`src/cbc_pkg.sv`:
```
package cbc_pkg;
  // Register byte offsets inside the 4 KiB window
  localparam logic [11:0] ADDR_SELECT  = 12'h000;
  localparam logic [11:0] ADDR_CONTROL = 12'h004;
  localparam logic [11:0] ADDR_BYTE    = 12'h008;
  localparam logic [11:0] ADDR_RESULT  = 12'h00c;
  localparam logic [7:0]  ADDR_MAP_HI  = 8'h00;

  // Field layout
  localparam int SEL_W        = 4;
  localparam int SEL_RSV_BIT  = 3;
  localparam int BYTE_W       = 8;
  localparam int CRC_W        = 16;
  localparam int HOLD_BIT     = 0;
  localparam int LEVEL_LSB    = 8;

  // Reset values
  localparam logic [3:0]  SEL_RESET  = 4'h4;
  localparam logic [7:0]  BYTE_RESET = 8'h00;
  localparam logic [15:0] CRC_RESET  = 16'hffff;
  localparam logic        HOLD_RESET = 1'b0;

  // Buffering
  localparam int FIFO_DEPTH = 8;

  // Preset table, entry n is algorithm code n
  localparam logic [7:0][15:0] ALG_POLY = {
    16'h1021, 16'h1021, 16'h1021, 16'h1021,
    16'h8005, 16'h8005, 16'h8005, 16'h8005};
  localparam logic [7:0][15:0] ALG_INIT = {
    16'h0000, 16'hffff, 16'hffff, 16'h0000,
    16'hffff, 16'hffff, 16'h0000, 16'h0000};
  localparam logic [7:0][15:0] ALG_XOR = {
    16'h0000, 16'hffff, 16'h0000, 16'h0000,
    16'h0000, 16'hffff, 16'hffff, 16'h0000};
  // One bit per code: input and output reflection together
  localparam logic [7:0]       ALG_REFL = 8'h5f;
endpackage : cbc_pkg

```
`src/cbc_top.sv`:
```
`timescale 1ns/1ps
// Operation
// - each data write feeds one low byte
// - four-bit selector picks presets zero to seven
// - codes 0-3 use 0x8005, reflected, listed init/xor
// - codes 4-7 use 0x1021 with listed parameters
// - polynomial has implicit leading x^16 term
// - selector write loads algorithm initial value
// - reflected algorithms reverse each input byte
// - reflected algorithms reverse remainder before xor
// - result is remainder xored with constant
// - remainder updated by modulo-2 byte division
// - data register at 0x08, byte in 7:0
// - result register at 0x0C, value in 15:0
// - selector resets to four
// - result resets 0xFFFF, data register zero

// Byte queue between the bus and the CRC engine
module cbc_fifo #(
  parameter int W = 8,
  parameter int D = 8
) (
  input  wire logic                 i_clk,
  input  wire logic                 i_rst,
  input  wire logic                 i_in_valid,
  output logic                      o_in_ready,
  input  wire logic [W-1:0]         i_in_data,
  output logic                      o_out_valid,
  input  wire logic                 i_out_ready,
  output logic [W-1:0]              o_out_data,
  output logic [$clog2(D):0]        o_level
);
  localparam int AW = $clog2(D);
  localparam logic [AW-1:0] LAST  = AW'(D - 1);
  localparam logic [AW:0]   FULLC = (AW + 1)'(D);

  logic [W-1:0]  mem [D];
  logic [AW-1:0] wr_ptr;
  logic [AW-1:0] rd_ptr;
  logic [AW:0]   count;
  logic          push;
  logic          pop;

  // Honest flags straight from the occupancy count
  assign o_in_ready  = (count != FULLC);
  assign o_out_valid = (count != '0);
  assign o_out_data  = mem[rd_ptr];
  assign o_level     = count;
  assign push        = i_in_valid && o_in_ready;
  assign pop         = o_out_valid && i_out_ready;

  // Storage is not reset, only the pointers and the count are
  always_ff @(posedge i_clk)
  begin
    if (push)
      mem[wr_ptr] <= i_in_data;
  end

  // Write pointer
  always_ff @(posedge i_clk or posedge i_rst)
  begin
    if (i_rst)
      wr_ptr <= '0;
    else if (push)
      wr_ptr <= (wr_ptr == LAST) ? '0 : wr_ptr + 1'b1;
  end

  // Read pointer
  always_ff @(posedge i_clk or posedge i_rst)
  begin
    if (i_rst)
      rd_ptr <= '0;
    else if (pop)
      rd_ptr <= (rd_ptr == LAST) ? '0 : rd_ptr + 1'b1;
  end

  // Occupancy
  always_ff @(posedge i_clk or posedge i_rst)
  begin
    if (i_rst)
      count <= '0;
    else if (push && !pop)
      count <= count + 1'b1;
    else if (pop && !push)
      count <= count - 1'b1;
  end
endmodule : cbc_fifo

module cbc_top #(
  parameter int FIFO_DEPTH = cbc_pkg::FIFO_DEPTH
) (
  input  wire logic        I_SYS_CLK,
  input  wire logic        I_RST,
  input  wire logic        I_HSEL,
  input  wire logic [31:0] I_HADDR,
  input  wire logic [1:0]  I_HTRANS,
  input  wire logic        I_HWRITE,
  input  wire logic [2:0]  I_HSIZE,
  input  wire logic [31:0] I_HWDATA,
  input  wire logic        I_HREADY,
  output logic      [31:0] O_HRDATA,
  output logic             O_HREADYOUT,
  output logic             O_HRESP
);
  localparam int LW = $clog2(FIFO_DEPTH) + 1;

  logic [3:0]    sel;
  logic [7:0]    byte_reg;
  logic [15:0]   crc;
  logic          hold;
  logic          dp_act;
  logic          dp_wr;
  logic [11:0]   dp_addr;
  logic          rd_done;
  logic          addr_take;
  logic          wr_sel;
  logic          wr_ctrl;
  logic          wr_byte;
  logic          rd_result;
  logic          sel_commit;
  logic          sel_legal;
  logic          read_ok;
  logic          fifo_ready;
  logic          fifo_valid;
  logic          pop;
  logic [7:0]    fifo_byte;
  logic [LW-1:0] level;
  logic [2:0]    alg;
  logic [15:0]   result;
  logic [15:0]   next_crc;
  logic [31:0]   next_rdata;

  // Reverse a byte, used on reflected inputs
  function automatic logic [7:0] rev8(input logic [7:0] d);
    logic [7:0] r;
    r = '0;
    for (int i = 0; i < 8; i++)
      r[i] = d[7-i];
    return r;
  endfunction : rev8

  // Reverse a 16-bit remainder
  function automatic logic [15:0] rev16(input logic [15:0] d);
    logic [15:0] r;
    r = '0;
    for (int i = 0; i < 16; i++)
      r[i] = d[15-i];
    return r;
  endfunction : rev16

  // MSB-first division of one byte; x^16 is the carry out of bit 15
  function automatic logic [15:0] crc_step(input logic [15:0] c_in,
                                           input logic [7:0]  d,
                                           input logic [15:0] poly);
    logic [15:0] c;
    c = c_in ^ {d, 8'h00};
    for (int b = 0; b < 8; b++)
      c = c[15] ? ({c[14:0], 1'b0} ^ poly) : {c[14:0], 1'b0};
    return c;
  endfunction : crc_step

  // Final value as software sees it
  function automatic logic [15:0] crc_final(input logic [15:0] c, input logic [2:0] a);
    logic [15:0] v;
    v = cbc_pkg::ALG_REFL[a] ? rev16(c) : c;
    return v ^ cbc_pkg::ALG_XOR[a];
  endfunction : crc_final

  assign O_HRESP = 1'b0;
  assign alg     = sel[2:0];
  assign result  = crc_final(crc, alg);

  // Bus address phase and decoded data-phase accesses
  assign addr_take = I_HSEL && I_HTRANS[1] && I_HREADY;
  assign wr_sel    = dp_act && dp_wr && (dp_addr == cbc_pkg::ADDR_SELECT);
  assign wr_ctrl   = dp_act && dp_wr && (dp_addr == cbc_pkg::ADDR_CONTROL);
  assign wr_byte   = dp_act && dp_wr && (dp_addr == cbc_pkg::ADDR_BYTE);
  assign rd_result = dp_act && !dp_wr && (dp_addr == cbc_pkg::ADDR_RESULT);

  // Selector waits for queued bytes so the old algorithm finishes them
  assign sel_commit = wr_sel && !fifo_valid;
  assign sel_legal  = !I_HWDATA[cbc_pkg::SEL_RSV_BIT];
  // Result read waits for the queue unless software holds the engine
  assign read_ok    = !(rd_result && fifo_valid && !hold);
  assign pop        = fifo_valid && !hold;

  // Wait states: full queue stalls byte writes, busy engine stalls selector writes and result reads
  always_comb
  begin
    if (!dp_act)
      O_HREADYOUT = 1'b1;
    else if (wr_byte)
      O_HREADYOUT = fifo_ready;
    else if (wr_sel)
      O_HREADYOUT = !fifo_valid;
    else if (dp_wr)
      O_HREADYOUT = 1'b1;
    else
      O_HREADYOUT = rd_done;
  end

  // Data phase tracking
  always_ff @(posedge I_SYS_CLK or posedge I_RST)
  begin
    if (I_RST)
    begin
      dp_act  <= 1'b0;
      dp_wr   <= 1'b0;
      dp_addr <= '0;
    end
    else if (addr_take)
    begin
      dp_act  <= 1'b1;
      dp_wr   <= I_HWRITE;
      dp_addr <= I_HADDR[11:0];
    end
    else if (O_HREADYOUT)
      dp_act <= 1'b0;
  end

  // Read data mux; unmapped offsets read zero
  always_comb
  begin
    next_rdata = '0;
    case (dp_addr)
      cbc_pkg::ADDR_SELECT:
        next_rdata[3:0] = sel;
      cbc_pkg::ADDR_CONTROL:
      begin
        next_rdata[cbc_pkg::HOLD_BIT] = hold;
        next_rdata[cbc_pkg::LEVEL_LSB +: LW] = level;
      end
      cbc_pkg::ADDR_BYTE:
        next_rdata[7:0] = byte_reg;
      cbc_pkg::ADDR_RESULT:
        next_rdata[15:0] = result;
      default:
        next_rdata = '0;
    endcase
  end

  // Reads always take at least one wait state so read data comes from a flop
  always_ff @(posedge I_SYS_CLK or posedge I_RST)
  begin
    if (I_RST)
    begin
      rd_done  <= 1'b0;
      O_HRDATA <= '0;
    end
    else if (dp_act && !dp_wr && !rd_done && read_ok)
    begin
      rd_done  <= 1'b1;
      O_HRDATA <= next_rdata;
    end
    else
      rd_done <= 1'b0;
  end

  // Algorithm selector; reserved codes leave everything untouched
  always_ff @(posedge I_SYS_CLK or posedge I_RST)
  begin
    if (I_RST)
      sel <= cbc_pkg::SEL_RESET;
    else if (sel_commit && sel_legal)
      sel <= I_HWDATA[3:0];
  end

  // Engine hold bit, lets software park bytes in the queue
  always_ff @(posedge I_SYS_CLK or posedge I_RST)
  begin
    if (I_RST)
      hold <= cbc_pkg::HOLD_RESET;
    else if (wr_ctrl)
      hold <= I_HWDATA[cbc_pkg::HOLD_BIT];
  end

  // Last byte written, readable back
  always_ff @(posedge I_SYS_CLK or posedge I_RST)
  begin
    if (I_RST)
      byte_reg <= cbc_pkg::BYTE_RESET;
    else if (wr_byte && fifo_ready)
      byte_reg <= I_HWDATA[7:0];
  end

  cbc_fifo #(
    .W (cbc_pkg::BYTE_W),
    .D (FIFO_DEPTH)
  ) u_fifo (
    .i_clk       (I_SYS_CLK),
    .i_rst       (I_RST),
    .i_in_valid  (wr_byte),
    .o_in_ready  (fifo_ready),
    .i_in_data   (I_HWDATA[7:0]),
    .o_out_valid (fifo_valid),
    .i_out_ready (!hold),
    .o_out_data  (fifo_byte),
    .o_level     (level)
  );

  // One byte per clock, in write order
  assign next_crc = crc_step(crc,
                             cbc_pkg::ALG_REFL[alg] ? rev8(fifo_byte) : fifo_byte,
                             cbc_pkg::ALG_POLY[alg]);

  // Remainder register; reset value makes the result read 0xffff
  always_ff @(posedge I_SYS_CLK or posedge I_RST)
  begin
    if (I_RST)
      crc <= cbc_pkg::CRC_RESET;
    else if (sel_commit && sel_legal)
      crc <= cbc_pkg::ALG_INIT[I_HWDATA[2:0]];
    else if (pop)
      crc <= next_crc;
  end
endmodule : cbc_top

```
`config.mk`:
```
export PLATFORM = sky130hd
export DESIGN_NAME = cbc_top
export DESIGN_NICKNAME = d
export VERILOG_FILES = /design/src/cbc_pkg.sv /design/src/cbc_top.sv
export SDC_FILE = /design/constraint.sdc
export NUM_CORES = 1
export LEC_CHECK = 0
export ABC_AREA = 1
export BUFFER_PORTS_ARGS = -buffer_cell sky130_fd_sc_hd__buf_2
export CAP_MARGIN = 20
export CELL_PAD_IN_SITES_DETAIL_PLACEMENT = 1
export CELL_PAD_IN_SITES_GLOBAL_PLACEMENT = 2
export CORE_UTILIZATION = 30
export CTS_CLUSTER_SIZE = 20
export DETAILED_ROUTE_END_ITERATION = 8
export PLACE_DENSITY_LB_ADDON = 0.1
export SYNTH_ARGS = -nofsm -noshare
export SYNTH_HDL_FRONTEND = slang
export SYNTH_SLANG_ARGS = --single-unit
```
`constraint.sdc`:
```
create_clock -name I_SYS_CLK -period 6.1 [get_ports I_SYS_CLK]
set_input_delay 0.61 -clock I_SYS_CLK [delete_from_list [all_inputs] [get_ports I_SYS_CLK]]
set_output_delay 0.61 -clock I_SYS_CLK [all_outputs]
set_load 0.01 [all_outputs]
```
==> summary.md <==
| Metric | Value |
|---|---|
| EDFF count, synth | 64 |
| Mapped Area | 7320 sq um |
| Post-synth top area share | 0.263 |
| DRC viols | 0 |
| CTS Hold Bufs | 0 |
| Effective utilization at floorplan | 0.309 |
| CP max FO | 15 |
| RD Place Congestion | 0.803 |
| TritonRoute pass-1 iters | 4 |
| Syn_area_per_cell | 8.84 sq um |
| Crit-path cells | nor4_1 -> inv_1 -> nor2_1 -> inv_2 -> nor3_4 -> nand2_1 -> nor2_1 -> nand2_1 -> nor2_2 -> nor2_1 -> a21oi_2 -> a22oi_1 |
| Max-cap viol count | 0 |
| Fin crit share | 0.620 |
| Critical Setup Path Class | flip-flop to flip-flop |
| Worst-path clk slew | 60 ps |
| First-pass GRT wire length | 33500 microns |
| Worst r2r path cells | 12 |
| Hold Path Class | primary input to flip-flop |
| Worst path required time | 6400 ps |
| DRT Wirelength | 20800 microns |
| IO Count | 108 |
| CTS buffer count | 17 |
| Synth Area in Simple Gates | 0.232 |
| CP Depth | 12 |
| Finished Layout Cells | 1204 |
| # Post-CTS Setup Buffers | 0 |
| Clock Skew | 8.87 ps |
| Cells after Synth | 828 |
| Fmax | 264 MHz |
| Worst R2R Start | dp_addr[9]$_DFFE_PP0P_ |
| RSZ-0062 raised after global routing | false |
| Reg with most FFs | u_fifo.mem |
| CTS Root Cell | clkbuf_16 |
| Buffers and inverters on the worst path | 2 |
| Max reg flops | 64 |
| Resized cells post-CTS | 0 |
| Routed wire length per instance | 17.3 microns |
| Number of diodes | 0 |
| Sequential share of the synthesized area | 0.505 |
| Slowest CP cell | a21oi_2 |
| Total power divided by cell area | 335 nW/um^2 |
| Min Tclk post-route | 3780 ps |
| Largest net degree at the start of global routing | 71 |
| Place WS | 2210 ps |
| Synth area leaders | edfxtp_1 26%, dfrtp_1 18%, nand2_1 9.7%, dfstp_2 6.1%, inv_1 5.2% |
| Via-to-Cell Ratio | 4.71 |
| Synth cell types | 50 |
| CP endpoint | crc[2]$_DFFE_PP1P_ |
| Buffers added on ports | 42 |
| Clock sinks | 134 |
| Pleak | 0.00380 uW |
| Final core utilization | 0.353 |
| Synth Area in Compound Gates | 0.0981 |
| WP data arrival | 4080 ps |
| Final worst slack | 2320 ps |
| Cell family with most CP delay | simple AND/OR/NAND/NOR gates |
| R2R Setup Slk | 2320 ps |
| Dpl hpwl | 15200 microns |
| Die width | 158 microns |
| Fin Setup TNS | 0 ps |
| Most common cell on crit path | nor2_1 |
| Core area | 23700 sq um |
| XOR/XNOR Fraction of Synth Area | 0.0332 |
| Type of origin of the critical path | flip-flop |
| Synth Register Bits | 134 |
| Share of cells above drive strength 1 | 0.176 |
| Total GRT Usage | 0.180 |
| Largest family of logic cells by synthesized area | simple AND/OR/NAND/NOR gates |
| GRT overflow | 0 |
| Rows | 56 |
| Top FF cell, synth | edfxtp_1 |
| Worst slew pin tran | 1130 ps |
| Clk buf depth | 2 |
| Placed inst area | 7770 sq um |
| Status | finished clean |
| Initial antenna violation count | 0 |
| Dominant cell type by area after synthesis | edfxtp_1 |
| H-Tree Depth | 4 |
| Worst-skew pair later-pin latency | 420 ps |
| CP endpoint kind | flip-flop |
| Ys async rst share | 0.522 |
| Die area | 25000 sq um |
| CP peak stage delay | 720 ps |
| Placed cell count | 1172 |
| Vias in the first global route | 5988 |
| CTS tree | built |
| Slew Viols, Final | 0 |
| Die height | 158 microns |
| Largest regs | u_fifo.mem: 64 flops, O_HRDATA: 16 flops, crc: 16 flops |
| Mux contribution to synthesized area | 0.0169 |
| Final Hold Fails | 0 |
| Worst vdd ir | 0.185 mV |
| Layout overhead on the synthesized area | 14.2% |
| Rel. slew slack | 0.244 |
| Post-synthesis adder-cell area fraction | 0.0164 |
| RR Endpoint | crc[2]$_DFFE_PP1P_ |
| Crit path launch | dp_addr[9]$_DFFE_PP0P_ |
| Yosys warns | 0 |
| Final Setup Violations | 0 |
| Design area | 8360 sq um |
| Vias | 5672 |
| DRT iter0 DRCs | 247 |
| Final nets | 955 |
| Routed Antenna Nets | 0 |
-- kinds of logic (layout without fill, tap and decap cells) --
family          after synthesis  count (layout)
xor+xnor                     23              23
flops                       134             134
buf+inv                     152             193
simple gates                371             371
other cells                   1              17
fa+ha+maj                     9               9
mux                          11              11
compound gates              127             127
-- metrics by stage --
stage          power (uW)  hold slack, ps
3_3_place_gp         1770             465
4_1_cts              2840             399
3_5_place_dp         1790             467
5_1_grt              2970             402
2_1_floorplan        1600             449
6_report             2800             414
-- cell type report --
cell class / count / area, sq um
fill: 2832 / 15300
tap: 319 / 399
multi-input combinational: 558 / 2970
sequential: 134 / 3690
clock inverter: 9 / 91.3
inverter: 107 / 405
timing repair buffer: 54 / 300
clock buffer: 23 / 500
-- report_power, final --
group          internal, uW  switching, uW  leakage (uW)
clock                   623            415      0.000285
combinational           230            432       0.00213
sequential             1030           71.0       0.00139
-- cell usage after synthesis, types with 2 or more instances --
library cell,count
nand2_1,189
inv_1,101
nand3_1,75
edfxtp_1,64
o21ai_0,56
dfrtp_1,53
nor2_1,53
a21oi_1,35
buf_4,22
dfstp_2,17
xor2_1,15
nand2_2,14
a22oi_1,13
clkbuf_1,12
mux2_2,11
nor3_1,11
nand3_2,10
ha_1,8
buf_6,6
o21ai_1,6
a31oi_1,4
buf_2,4
o211ai_1,4
xnor2_1,4
a221oi_1,3
clkinv_1,3
nand3b_1,3
nor4_1,3
xor2_2,3
a21oi_2,2
nand2_4,2
nand3_4,2
nor2_2,2
or2_2,2
-- how the worst min path moves through the flow --
stage                                          to  depth (start not counted)               startpoint  slack (ps)
after floorplan           byte_reg[7]$_DFFE_PP0P_                          2  byte_reg[7]$_DFFE_PP0P_         450
after global placement    O_HRDATA[9]$_DFFE_PP0P_                          2  O_HRDATA[9]$_DFFE_PP0P_         460
after detailed placement  O_HRDATA[9]$_DFFE_PP0P_                          2  O_HRDATA[9]$_DFFE_PP0P_         470
after CTS                 dp_addr[10]$_DFFE_PP0P_                          2              I_HADDR[10]         400
after global routing       dp_addr[5]$_DFFE_PP0P_                          2               I_HADDR[5]         400
final                     dp_addr[10]$_DFFE_PP0P_                          2              I_HADDR[10]         410
-- layout by cell type, fill, tap and decap left out, drive strengths merged, types with 2 or more instances in the layout --
cell type,count
nand2,205
inv,105
nand3,87
edfxtp,64
o21ai,62
nor2,55
buf,54
dfrtp,53
a21oi,37
clkbuf,23
xor2,19
conb,17
dfstp,17
a22oi,13
nor3,12
mux2,11
ha,8
clkinv,8
a31oi,5
xnor2,4
o211ai,4
nand3b,4
nor4,3
a221oi,3
or2,3
clkinvlp,2
-- routing by layer --
layer | up-vias | GRT usage | routed length [microns]
met3 | 18 | 0.0233 | 364
li1 | 2782 | - | -
met5 | - | 0 | 0
met1 | 2805 | 0.243 | 10200
met4 | 0 | 0.0554 | 272
met2 | 67 | 0.299 | 9920
No activity file was read; power rests on OpenSTA's default activity.
